$ cat src/common/wdc_pkg.sv
// Shared constants, carriers and lookups of the watchdog control block
package wdc_pkg;

    localparam int AV_ADDR_W = 8;
    localparam int AV_DATA_W = 32;
    localparam int CNT_W = 25;
    localparam int PRE_W = 18;
    localparam int RATE_W = 3;
    localparam int EVT_W = 3;

    // Register byte offsets
    localparam logic [AV_ADDR_W-1:0] OFS_WD_CONTROL = 8'h0C;
    localparam logic [AV_ADDR_W-1:0] OFS_CLOCK_CONFIG = 8'h10;
    localparam logic [AV_ADDR_W-1:0] OFS_PERIODIC_CONFIG = 8'h14;
    localparam logic [AV_ADDR_W-1:0] OFS_SERVICE = 8'h18;
    localparam logic [AV_ADDR_W-1:0] OFS_EVENT_STATUS = 8'h1C;
    localparam logic [AV_ADDR_W-1:0] OFS_EVENT_MASK = 8'h20;
    localparam logic [AV_ADDR_W-1:0] OFS_COUNTER_STATE = 8'h24;

    // Watchdog control fields
    localparam int CTL_WINDOW_BIT = 7;
    localparam int CTL_HALT_BIT = 6;
    localparam int CTL_MASK_BIT = 5;
    localparam int CTL_RATE_LSB = 0;

    // Clock configuration fields
    localparam int CFG_SEL_LOW = 0;
    localparam int CFG_SEL_HIGH = 1;
    localparam int CFG_PSEUDO_STOP = 2;
    localparam int CFG_KEEP_ALIVE = 3;
    localparam int CFG_PERIODIC_OSC = 4;
    localparam int CFG_W = 5;

    // Periodic divider fields
    localparam int PER_DECIMAL_BIT = 7;
    localparam int PER_PRESCALE_LSB = 4;
    localparam int PER_MODULUS_LSB = 0;

    // Event bits
    localparam int EVT_TIMEOUT = 0;
    localparam int EVT_WINDOW = 1;
    localparam int EVT_PERIODIC = 2;

    // Reset values
    localparam logic [7:0] CTL_RESET = 8'h00;
    localparam logic [CFG_W-1:0] CFG_RESET = 5'h00;
    localparam logic [7:0] PER_RESET = 8'h00;
    localparam logic [EVT_W-1:0] MASK_RESET = 3'h0;

    typedef struct packed {
        logic read;
        logic write;
        logic [AV_ADDR_W-1:0] address;
        logic [AV_DATA_W-1:0] writedata;
        logic [3:0] byteenable;
    } wdc_av_req_t;

    typedef struct packed {
        logic [AV_DATA_W-1:0] readdata;
        logic waitrequest;
    } wdc_av_rsp_t;

    typedef struct packed {
        logic auxTick;
        logic rcTick;
        logic oscTick;
    } wdc_clk_ticks_t;

    typedef struct packed {
        logic specialMode;
        logic stopMode;
        logic debugActive;
        logic oscUp;
    } wdc_sys_status_t;

    typedef struct packed {
        logic load;
        logic windowMode;
        logic [RATE_W-1:0] rate;
    } wdc_flash_load_t;

    typedef enum logic [1:0] {
        BUS_IDLE = 2'b01,
        BUS_ACK = 2'b10
    } wdc_bus_state_t;

    // Log2 of the timeout in watchdog clock cycles
    function automatic logic [4:0] timeoutShift(input logic [RATE_W-1:0] rate,
                                                input logic fromAux);
        logic [4:0] s;
        s = 5'h00;
        unique case (rate)
            3'h1: s = fromAux ? 5'h07 : 5'h0E;
            3'h2: s = fromAux ? 5'h09 : 5'h10;
            3'h3: s = fromAux ? 5'h0B : 5'h12;
            3'h4: s = fromAux ? 5'h0D : 5'h14;
            3'h5: s = fromAux ? 5'h0F : 5'h16;
            3'h6: s = fromAux ? 5'h10 : 5'h17;
            3'h7: s = fromAux ? 5'h11 : 5'h18;
            default: s = 5'h00;
        endcase
        return s;
    endfunction

    // Decade prescaler of the periodic divider
    function automatic logic [PRE_W-1:0] decadeCount(input logic [2:0] code);
        logic [PRE_W-1:0] c;
        c = 18'h003E8;
        unique case (code)
            3'h0: c = 18'h003E8;
            3'h1: c = 18'h007D0;
            3'h2: c = 18'h01388;
            3'h3: c = 18'h02710;
            3'h4: c = 18'h04E20;
            3'h5: c = 18'h0C350;
            3'h6: c = 18'h186A0;
            3'h7: c = 18'h30D40;
        endcase
        return c;
    endfunction

endpackage

$ cat src/verilog/wdc_top.sv
// Watchdog control, clock selection, restart logic and register slave
//
// Overview of operation
// - Decimal divide: (modulus+1) times decade prescale
// - Watchdog clock from aux, RC or crystal
// - Low select: runs in stop only if kept
// - High select: runs in all stop modes
// - Control register layout at offset 0x0C
// - Window and rate loaded from flash
// - Halt bit: free in special, set-only normally
// - Window/rate writable unmasked; once in normal
// - Normal-mode zero writes change nothing, consume the write
// - Nonzero flash rate starts timeout period
// - Select change, or oscillator loss while on crystal, restarts
// - Normal: accepted nonzero writes, halt rise restart
// - Special: every control write restarts
// - Rate code gives disable or timeout length
// - Timeout asserts system reset
// - Window: early service resets, late accepted
// - Masked write keeps window and rate, not counted
`timescale 1ns/100ps
module wdc_top (
    input wire logic core_clk,
    input wire logic rst,
    input wire wdc_pkg::wdc_av_req_t avReq,
    output wdc_pkg::wdc_av_rsp_t avRsp,
    input wire wdc_pkg::wdc_clk_ticks_t clkTicks,
    input wire wdc_pkg::wdc_sys_status_t sysStatus,
    input wire wdc_pkg::wdc_flash_load_t flashLoad,
    output logic sysResetReq,
    output logic irq
);
    typedef struct packed {
        wdc_pkg::wdc_bus_state_t bus;
        logic [wdc_pkg::AV_DATA_W-1:0] readdata;
        logic windowMode;
        logic debugHalt;
        logic [wdc_pkg::RATE_W-1:0] rate;
        logic writeOnceUsed;
        logic [wdc_pkg::CFG_W-1:0] clkCfg;
        logic [7:0] perCfg;
        logic [wdc_pkg::EVT_W-1:0] evtStatus;
        logic [wdc_pkg::EVT_W-1:0] evtMask;
        logic auxHalf;
        logic oscUpPrev;
        logic restart;
        logic perRestart;
        logic service;
        logic sysReset;
    } wdc_top_state_t;

    localparam wdc_top_state_t ST_RESET = '{
        bus: wdc_pkg::BUS_IDLE,
        readdata: '0,
        windowMode: wdc_pkg::CTL_RESET[wdc_pkg::CTL_WINDOW_BIT],
        debugHalt: wdc_pkg::CTL_RESET[wdc_pkg::CTL_HALT_BIT],
        rate: wdc_pkg::CTL_RESET[wdc_pkg::CTL_RATE_LSB +: wdc_pkg::RATE_W],
        writeOnceUsed: 1'b0,
        clkCfg: wdc_pkg::CFG_RESET,
        perCfg: wdc_pkg::PER_RESET,
        evtStatus: '0,
        evtMask: wdc_pkg::MASK_RESET,
        auxHalf: 1'b0,
        oscUpPrev: 1'b0,
        restart: 1'b0,
        perRestart: 1'b0,
        service: 1'b0,
        sysReset: 1'b0
    };

    wdc_top_state_t st_q;
    wdc_top_state_t st_d;

    logic selLow;
    logic selHigh;
    logic stopKeepsRunning;
    logic wdRun;
    logic wdTick;
    logic forceLongest;
    logic [wdc_pkg::RATE_W-1:0] effRate;
    logic effWindow;
    logic perTick;
    logic perRun;
    logic wdTimeout;
    logic wdViolation;
    logic [wdc_pkg::CNT_W-1:0] wdCount;
    logic perPulse;
    logic accept;
    logic acceptWrite;
    logic [7:0] wByte;

    // Control register image, reserved bits and the mask bit read as zero
    function automatic logic [7:0] controlImage(input wdc_top_state_t s);
        logic [7:0] v;
        v = 8'h00;
        v[wdc_pkg::CTL_WINDOW_BIT] = s.windowMode;
        v[wdc_pkg::CTL_HALT_BIT] = s.debugHalt;
        v[wdc_pkg::CTL_RATE_LSB +: wdc_pkg::RATE_W] = s.rate;
        return v;
    endfunction

    function automatic logic [wdc_pkg::AV_DATA_W-1:0] readValue(
            input wdc_top_state_t s,
            input logic [wdc_pkg::AV_ADDR_W-1:0] addr,
            input logic [wdc_pkg::CNT_W-1:0] cnt,
            input logic running);
        logic [wdc_pkg::AV_DATA_W-1:0] v;
        v = '0;
        unique case (addr)
            wdc_pkg::OFS_WD_CONTROL: v[7:0] = controlImage(s);
            wdc_pkg::OFS_CLOCK_CONFIG: v[wdc_pkg::CFG_W-1:0] = s.clkCfg;
            wdc_pkg::OFS_PERIODIC_CONFIG: v[7:0] = s.perCfg;
            wdc_pkg::OFS_EVENT_STATUS: v[wdc_pkg::EVT_W-1:0] = s.evtStatus;
            wdc_pkg::OFS_EVENT_MASK: v[wdc_pkg::EVT_W-1:0] = s.evtMask;
            wdc_pkg::OFS_COUNTER_STATE: v[wdc_pkg::CNT_W:0] = {running, cnt};
            default: v = '0;
        endcase
        return v;
    endfunction

    // Clock source and stop mode behaviour
    always_comb begin
        selLow = st_q.clkCfg[wdc_pkg::CFG_SEL_LOW];
        selHigh = st_q.clkCfg[wdc_pkg::CFG_SEL_HIGH];
        stopKeepsRunning = selHigh
            || (st_q.clkCfg[wdc_pkg::CFG_PSEUDO_STOP] && selLow
                && st_q.clkCfg[wdc_pkg::CFG_KEEP_ALIVE]);
        wdRun = (!sysStatus.stopMode || stopKeepsRunning)
            && !(sysStatus.debugActive && st_q.debugHalt);
        if (selHigh) begin
            wdTick = clkTicks.auxTick && st_q.auxHalf;
        end else if (selLow) begin
            wdTick = clkTicks.oscTick;
        end else begin
            wdTick = clkTicks.rcTick;
        end
        // Special mode debug session without halt runs a nonzero rate at longest, no window
        forceLongest = sysStatus.specialMode && sysStatus.debugActive
            && !st_q.debugHalt && (st_q.rate != 3'h0);
        effRate = forceLongest ? 3'h7 : st_q.rate;
        effWindow = forceLongest ? 1'b0 : st_q.windowMode;
        perTick = st_q.clkCfg[wdc_pkg::CFG_PERIODIC_OSC] ? clkTicks.oscTick : clkTicks.rcTick;
        perRun = (!sysStatus.stopMode
            || (st_q.clkCfg[wdc_pkg::CFG_PSEUDO_STOP]
                && st_q.clkCfg[wdc_pkg::CFG_PERIODIC_OSC]))
            && !(sysStatus.debugActive && st_q.debugHalt);
    end

    // Register slave and control state
    always_comb begin
        accept = (st_q.bus == wdc_pkg::BUS_ACK) && (avReq.read || avReq.write);
        acceptWrite = accept && avReq.write && avReq.byteenable[0];
        wByte = avReq.writedata[7:0];
        st_d = st_q;
        st_d.restart = 1'b0;
        st_d.perRestart = 1'b0;
        st_d.service = 1'b0;
        st_d.oscUpPrev = sysStatus.oscUp;
        if (clkTicks.auxTick) begin
            st_d.auxHalf = !st_q.auxHalf;
        end

        unique case (st_q.bus)
            wdc_pkg::BUS_IDLE: begin
                if (avReq.read || avReq.write) begin
                    st_d.bus = wdc_pkg::BUS_ACK;
                    st_d.readdata = avReq.read
                        ? readValue(st_q, avReq.address, wdCount, wdRun) : '0;
                end
            end
            wdc_pkg::BUS_ACK: begin
                st_d.bus = wdc_pkg::BUS_IDLE;
            end
        endcase

        if (accept && avReq.read && avReq.address == wdc_pkg::OFS_EVENT_STATUS) begin
            st_d.evtStatus = st_q.evtStatus & ~st_q.readdata[wdc_pkg::EVT_W-1:0];
        end

        if (acceptWrite) begin
            unique case (avReq.address)
                wdc_pkg::OFS_WD_CONTROL: begin
                    if (sysStatus.specialMode) begin
                        st_d.debugHalt = wByte[wdc_pkg::CTL_HALT_BIT];
                        st_d.restart = 1'b1;
                        if (!wByte[wdc_pkg::CTL_MASK_BIT]) begin
                            st_d.windowMode = wByte[wdc_pkg::CTL_WINDOW_BIT];
                            st_d.rate = wByte[wdc_pkg::CTL_RATE_LSB +: wdc_pkg::RATE_W];
                        end
                    end else begin
                        if (wByte[wdc_pkg::CTL_HALT_BIT]) begin
                            st_d.debugHalt = 1'b1;
                            if (!st_q.debugHalt) begin
                                st_d.restart = 1'b1;
                            end
                        end
                        if (!wByte[wdc_pkg::CTL_MASK_BIT] && !st_q.writeOnceUsed) begin
                            st_d.writeOnceUsed = 1'b1;
                            if (wByte[wdc_pkg::CTL_WINDOW_BIT]) begin
                                st_d.windowMode = 1'b1;
                                st_d.restart = 1'b1;
                            end
                            if (wByte[wdc_pkg::CTL_RATE_LSB +: wdc_pkg::RATE_W] != 3'h0) begin
                                st_d.rate = wByte[wdc_pkg::CTL_RATE_LSB +: wdc_pkg::RATE_W];
                                st_d.restart = 1'b1;
                            end
                        end
                    end
                end
                wdc_pkg::OFS_CLOCK_CONFIG: begin
                    st_d.clkCfg = wByte[wdc_pkg::CFG_W-1:0];
                    if (wByte[wdc_pkg::CFG_SEL_LOW] != selLow
                        || wByte[wdc_pkg::CFG_SEL_HIGH] != selHigh) begin
                        st_d.restart = 1'b1;
                    end
                    if (wByte[wdc_pkg::CFG_PERIODIC_OSC]
                        != st_q.clkCfg[wdc_pkg::CFG_PERIODIC_OSC]) begin
                        st_d.perRestart = 1'b1;
                    end
                end
                wdc_pkg::OFS_PERIODIC_CONFIG: begin
                    st_d.perCfg = wByte;
                    st_d.perRestart = 1'b1;
                end
                wdc_pkg::OFS_SERVICE: begin
                    st_d.service = 1'b1;
                end
                wdc_pkg::OFS_EVENT_MASK: begin
                    st_d.evtMask = wByte[wdc_pkg::EVT_W-1:0];
                end
                default: begin
                end
            endcase
        end

        // Oscillator loss while the crystal clocks the watchdog
        if (st_q.oscUpPrev && !sysStatus.oscUp && !selHigh && selLow) begin
            st_d.restart = 1'b1;
        end

        // Flash load after reset release takes precedence over a bus write
        if (flashLoad.load) begin
            st_d.windowMode = flashLoad.windowMode;
            st_d.rate = flashLoad.rate;
            if (flashLoad.rate != 3'h0) begin
                st_d.restart = 1'b1;
            end
        end

        // Event set wins over read clear
        st_d.evtStatus[wdc_pkg::EVT_TIMEOUT] = st_d.evtStatus[wdc_pkg::EVT_TIMEOUT] | wdTimeout;
        st_d.evtStatus[wdc_pkg::EVT_WINDOW] = st_d.evtStatus[wdc_pkg::EVT_WINDOW] | wdViolation;
        st_d.evtStatus[wdc_pkg::EVT_PERIODIC] = st_d.evtStatus[wdc_pkg::EVT_PERIODIC] | perPulse;
        st_d.sysReset = wdTimeout || wdViolation;
    end

    always_ff @(posedge core_clk) begin
        if (rst) begin
            st_q <= ST_RESET;
        end else begin
            st_q <= st_d;
        end
    end

    wdc_timeout_counter u_counter (
        .core_clk(core_clk),
        .rst(rst),
        .tick(wdTick),
        .run(wdRun),
        .rate(effRate),
        .fromAux(selHigh),
        .windowMode(effWindow),
        .restart(st_q.restart),
        .service(st_q.service),
        .timeout(wdTimeout),
        .windowViolation(wdViolation),
        .count(wdCount)
    );

    wdc_decimal_divider u_divider (
        .core_clk(core_clk),
        .rst(rst),
        .tick(perTick && perRun),
        .enable(st_q.perCfg[wdc_pkg::PER_DECIMAL_BIT]),
        .prescale(st_q.perCfg[wdc_pkg::PER_PRESCALE_LSB +: 3]),
        .modulus(st_q.perCfg[wdc_pkg::PER_MODULUS_LSB +: 4]),
        .restart(st_q.perRestart),
        .periodicPulse(perPulse)
    );

    assign avRsp.readdata = st_q.readdata;
    assign avRsp.waitrequest = (st_q.bus != wdc_pkg::BUS_ACK);
    assign sysResetReq = st_q.sysReset;
    assign irq = |(st_q.evtStatus & st_q.evtMask);
endmodule

$ cat src/verilog/wdc_timeout_counter.sv
// Watchdog timeout counter with window check
`timescale 1ns/100ps
module wdc_timeout_counter (
    input wire logic core_clk,
    input wire logic rst,
    input wire logic tick,
    input wire logic run,
    input wire logic [wdc_pkg::RATE_W-1:0] rate,
    input wire logic fromAux,
    input wire logic windowMode,
    input wire logic restart,
    input wire logic service,
    output logic timeout,
    output logic windowViolation,
    output logic [wdc_pkg::CNT_W-1:0] count
);
    typedef struct packed {
        logic [wdc_pkg::CNT_W-1:0] count;
        logic timeout;
        logic violation;
    } wdc_cnt_state_t;

    wdc_cnt_state_t st_q;
    wdc_cnt_state_t st_d;
    logic [wdc_pkg::CNT_W-1:0] period;
    logic [wdc_pkg::CNT_W-1:0] lastCount;
    logic [wdc_pkg::CNT_W-1:0] windowStart;

    always_comb begin
        period = wdc_pkg::CNT_W'(1) << wdc_pkg::timeoutShift(rate, fromAux);
        lastCount = period - wdc_pkg::CNT_W'(1);
        windowStart = period - (period >> 2);
        st_d = st_q;
        st_d.timeout = 1'b0;
        st_d.violation = 1'b0;
        if (restart || rate == 3'h0) begin
            st_d.count = '0;
        end else if (service) begin
            st_d.violation = windowMode && (st_q.count < windowStart);
            st_d.count = '0;
        end else if (run && tick) begin
            if (st_q.count == lastCount) begin
                st_d.timeout = 1'b1;
                st_d.count = '0;
            end else begin
                st_d.count = st_q.count + wdc_pkg::CNT_W'(1);
            end
        end
    end

    always_ff @(posedge core_clk) begin
        if (rst) begin
            st_q <= '0;
        end else begin
            st_q <= st_d;
        end
    end

    assign timeout = st_q.timeout;
    assign windowViolation = st_q.violation;
    assign count = st_q.count;
endmodule

$ cat src/verilog/wdc_decimal_divider.sv
// Decimal based periodic interrupt divider
`timescale 1ns/100ps
module wdc_decimal_divider (
    input wire logic core_clk,
    input wire logic rst,
    input wire logic tick,
    input wire logic enable,
    input wire logic [2:0] prescale,
    input wire logic [3:0] modulus,
    input wire logic restart,
    output logic periodicPulse
);
    typedef struct packed {
        logic [wdc_pkg::PRE_W-1:0] pre;
        logic [3:0] mod;
        logic pulse;
    } wdc_div_state_t;

    wdc_div_state_t st_q;
    wdc_div_state_t st_d;

    always_comb begin
        st_d = st_q;
        st_d.pulse = 1'b0;
        if (restart || !enable) begin
            st_d.pre = '0;
            st_d.mod = '0;
        end else if (tick) begin
            if (st_q.pre == wdc_pkg::decadeCount(prescale) - wdc_pkg::PRE_W'(1)) begin
                st_d.pre = '0;
                if (st_q.mod == modulus) begin
                    st_d.mod = '0;
                    st_d.pulse = 1'b1;
                end else begin
                    st_d.mod = st_q.mod + 4'h1;
                end
            end else begin
                st_d.pre = st_q.pre + wdc_pkg::PRE_W'(1);
            end
        end
    end

    always_ff @(posedge core_clk) begin
        if (rst) begin
            st_q <= '0;
        end else begin
            st_q <= st_d;
        end
    end

    assign periodicPulse = st_q.pulse;
endmodule

$ cat config.mk
export PLATFORM = sky130hd
export DESIGN_NAME = wdc_top
export DESIGN_NICKNAME = d
export VERILOG_FILES = /design/src/common/wdc_pkg.sv /design/src/verilog/wdc_top.sv /design/src/verilog/wdc_timeout_counter.sv /design/src/verilog/wdc_decimal_divider.sv
export SDC_FILE = /design/constraint.sdc
export NUM_CORES = 1
export LEC_CHECK = 0
export BUFFER_PORTS_ARGS = -buffer_cell sky130_fd_sc_hd__buf_2
export CORE_MARGIN = 5
export CORE_UTILIZATION = 30
export DETAILED_ROUTE_END_ITERATION = 7
export PLACE_DENSITY = 0.44
export SETUP_SLACK_MARGIN = 0.4
export SKIP_CTS_REPAIR_TIMING = 1
export SYNTH_ARGS = -nofsm -noshare
export SYNTH_HDL_FRONTEND = slang
export SYNTH_SLANG_ARGS = --single-unit
$ cat constraint.sdc
create_clock -name core_clk -period 5.8 [get_ports core_clk]
set_input_delay 1.16 -clock core_clk [delete_from_list [all_inputs] [get_ports core_clk]]
set_output_delay 1.16 -clock core_clk [all_outputs]
set_load 0.1 [all_outputs]
==> results.md <==
- Run status: finished, final reports clean
- Vertical extent of the die: 179.6 um
- Count of endpoints failing hold in the final timing report: 0
- Leak Pwr: 3.658 nW
- Max-cap violations: 0
- Slack of the critical path: approximately 1.2 ns
- Register-to-register path setup slack: 1.22 ns
- Worst path cell trace: buf_2 -> and3b_1 -> or3_1 -> ha_1 -> a21oi_1 -> nand3_1 -> nor3_1 -> or2_1 -> o21bai_1 -> a21oi_1 -> xor2_1 -> ha_1 -> nand4_1 -> nor2_1 -> a21oi_1 -> o211ai_1 -> a21oi_1 -> o221ai_1 -> a21oi_1
- Most frequent cell after synthesis: sky130_fd_sc_hd__dfxtp_1
- Critical Path Sink Type: register
- Clock slew seen by the registers of the worst setup and hold paths: 0.06 ns
- Main flop type after synthesis: sky130_fd_sc_hd__dfxtp_1
- DP Wirelength: slightly below 20000 um
- Hold Path Origin: avRsp[5]
- Peak supply drop: 0.1831 mV
- Setup slack after placement: 0.6918 ns
- Minimum clock period: 4.582 ns
- Number of global-route vias before repair: 7651
- Post-Route Skew: 0.009554 ns
- Family with the most delay on the worst path: simple AND/OR/NAND/NOR gates
- Weighted congestion at the end of routability-driven global placement: 0.8658
- RSZ-0062 raised after global routing: no
- Top fanout value on the critical path: 11
- Worst-case clock buffer depth: 2
- Number of distinct library cells after synthesis: 83
- Cells after synthesis: 1111
- Core ar.: 28550 um2
- Width of the die: 179.6 um
- Count of buffer and inverter cells on the critical path: 1
- Type of the worst setup path: in2reg
- Number of filler cells placed in the layout: ~3100
- Global routing usage on met1: 22.61%
- H-tree levels: 4
- Top cells by count, synth: sky130_fd_sc_hd__dfxtp_1, sky130_fd_sc_hd__nor2_1, sky130_fd_sc_hd__nand2_1
- Worst-case headroom to the max-slew limit: 18.47%
- Proportion of synthesized chip area in sequential cells: 28.77%
- Worst-Margin Slew: about 1.2 ns
- Number of clock sinks seen by CTS: 124
- Pin count of the biggest net entering global routing: between 60 and 70
- Number of enable-type register cells in the synthesized netlist: 0
- Source of the worst register-to-register timing path: st_q[26]
- Share of post-route cells with drive strength above 1: roughly 11%
- Slew Limit Fails: 0
- Site row count: 62
- Initial antenna violation count: 0
- Post-synthesis cell area: 8630 um2
- Setup violation total in the final timing report: 0
- Die Footprint: 32260 um2
- CTS Buf Count: 17
- Post-route clock period utilization: between 70% and 80%
- Synthesis-stage register bit count: 124
- Detailed router's first-iteration violation count: 474
- Drt first pass iters: 5
- Reg area: around 2500 um2
- Data arrival time of the worst path: 4.88 ns
- Number of top-level pins: 95
- Clock tree from TritonCTS: built
- Total of warnings raised by yosys: 0
- Crit start category: input port
- Worst hold endpoint: avRsp[5]
- Count of antenna diodes in the layout: 0
- Power density relative to cell area: 232.6 nW/um2
- Initial Util: 30.23%
- Setup tns final: 0 ns
- Clock latency reported for the late side of the worst-skew pair: 0.42 ns
- FF-to-FF path depth: 12
- Post-detailed-route wirelength per cell: 16.94 um
- Share of the synthesized area in the top cell type: 28.77%
- Highest achievable clock rate: ~220 MHz
- Crit Reg-Reg Endpoint: u_counter.count[12]
- GR met3 Demand/Resource: 2.951%
- Number of antenna-violating nets in the routed design: 0
- Area used by multi-input combinational logic: roughly 5600 um2
- Fraction of registers with async set or reset after synthesis: 0%
- Highest cell delay on the worst timing path: 0.49 ns
- Met2 Use GR: 25.21%
- Worst hold stages: 2
- DRC Markers: 0
- Wire length reported by the detailed router: 26000 um
- Critical path required time: 6.10 ns
- Clock tree root driver cell: sky130_fd_sc_hd__clkbuf_16
- Overall fraction of global-route tracks in use: 16.05%
- First-pass GRT wire length: 42410 um
- Critical Path Slowest Stage Cell: sky130_fd_sc_hd__or3_1
- DR vias/cell: 5.106
- Syn Area/Cell: 7.767 um2
- Type of the most critical hold path: reg2reg
- Busiest grt layer: met2
- Nets@finish: around 1300
- Largest cells by area after synthesis: sky130_fd_sc_hd__dfxtp_1, sky130_fd_sc_hd__ha_1, sky130_fd_sc_hd__xnor2_1
- Area added between synthesis and finish: 12.64%
- Vias: 7837
- Library cell with the largest summed area after synthesis: sky130_fd_sc_hd__dfxtp_1
- Residual overflow from global routing: 0
- Number of input and output port buffers inserted: between 60 and 70
- Cell repeated most along the worst path: sky130_fd_sc_hd__a21oi_1
-- layout by cell type (no fill, tap or decap), drive strengths merged, types with 9 or more instances in the layout --
| cell | count |
|---|---|
| nor3 | 61 |
| ha | 55 |
| o21ai | 43 |
| a21oi | 81 |
| conb | 30 |
| nor2b | 17 |
| nand4 | 22 |
| dfxtp | 124 |
| a31oi | 11 |
| and3 | 11 |
| xnor2 | 51 |
| or3 | 16 |
| xor2 | 43 |
| nor2 | 106 |
| buf | 71 |
| mux2i | 9 |
| o21a | 9 |
| inv | 40 |
| nor4 | 23 |
| nand3 | 47 |
| clkbuf | 19 |
| nand2 | 98 |
| a22oi | 29 |
| nand2b | 13 |
-- worst max-delay path by stage --
| stage | from | endpoint | slack (ns) | cells past startpoint |
|---|---|---|---|---|
| 6_report | sysStatus[3] | u_counter.windowViolation | 1.22 | 19 |
| 5_1_grt | sysStatus[3] | u_counter.windowViolation | 0.79 | 21 |
| 4_1_cts | sysStatus[3] | u_counter.windowViolation | 1.13 | 17 |
| 3_5_place_dp | sysStatus[3] | u_counter.windowViolation | 0.69 | 17 |
| 3_3_place_gp | sysStatus[3] | u_counter.windowViolation | 0.68 | 17 |
| 2_1_floorplan | sysStatus[3] | u_counter.windowViolation | 1.45 | 20 |
-- per-stage QoR --
stage	hold WS (ns)	cell area (um2)	total power [mW]	util, %	std cells
3_5_place_dp	0.4506	9128	1.196	31.97	1503
5_1_grt	0.4959	9721	2.367	34.05	1535
3_3_place_gp	0.4526	9128	1.196	31.97	1503
2_1_floorplan	0.4130	8735	1.125	-	1139
4_1_cts	0.4675	9721	2.279	34.05	1535
6_report	0.4688	9721	2.261	34.05	1535
-- logic make-up after synthesis --
| kind of cell | Yosys count | share of synthesized area (%) |
|---|---|---|
| multiplexers | 12 | 1.435 |
| AND/OR/NAND/NOR | 451 | 26.53 |
| flip-flops | 124 | 28.77 |
| adder cells (fa/ha/maj) | 57 | 8.322 |
| buffers and inverters | 128 | 7.134 |
| other | 2 | 0.08703 |
| XOR/XNOR | 94 | 9.540 |
| AO/OA/AOI/OAI | 243 | 18.18 |
-- where the power goes --
group	switching [mW]	total (mW)	internal (mW)
Sequential	0.00834	0.865	0.857
Clock	0.421	1.08	0.657
Combinational	0.202	0.318	0.117
-- layer usage --
metal | wire (um) | part of all wire [%] | vias to the layer above
met4 | 540 | 2.1 | 0
met1 | 13220 | 51 | 3703
met5 | 0 | 0 | -
met3 | 767 | 2.9 | 28
li1 | - | - | 3989
met2 | 11480 | 44 | 117
-- worst register-to-register path, cell delays in order, from the launching register on --
cell and delay [ns]:
sky130_fd_sc_hd__dfxtp_1 0.88, sky130_fd_sc_hd__nor3_2 0.24, sky130_fd_sc_hd__inv_1 0.26, sky130_fd_sc_hd__ha_1 0.63, sky130_fd_sc_hd__or4b_1 0.56, sky130_fd_sc_hd__nand3_1 0.11
sky130_fd_sc_hd__o221ai_1 0.12, sky130_fd_sc_hd__nor4_1 0.30, sky130_fd_sc_hd__nand4_1 0.16, sky130_fd_sc_hd__or4b_1 0.59, sky130_fd_sc_hd__nor3_2 0.17, sky130_fd_sc_hd__buf_4 0.30
sky130_fd_sc_hd__nor3_1 0.10
-- cell type report --
class / instances / area share (%)
clock inverters: 13 / 1.442
well taps: 384 / 4.943
flip-flops and latches: 124 / 25.54
clock buffers: 19 / 4.660
inverters: 37 / 1.429
repair buffers: 71 / 3.913
multi-input cells: 887 / 58.08
No activity file was read; power rests on OpenSTA's default activity.
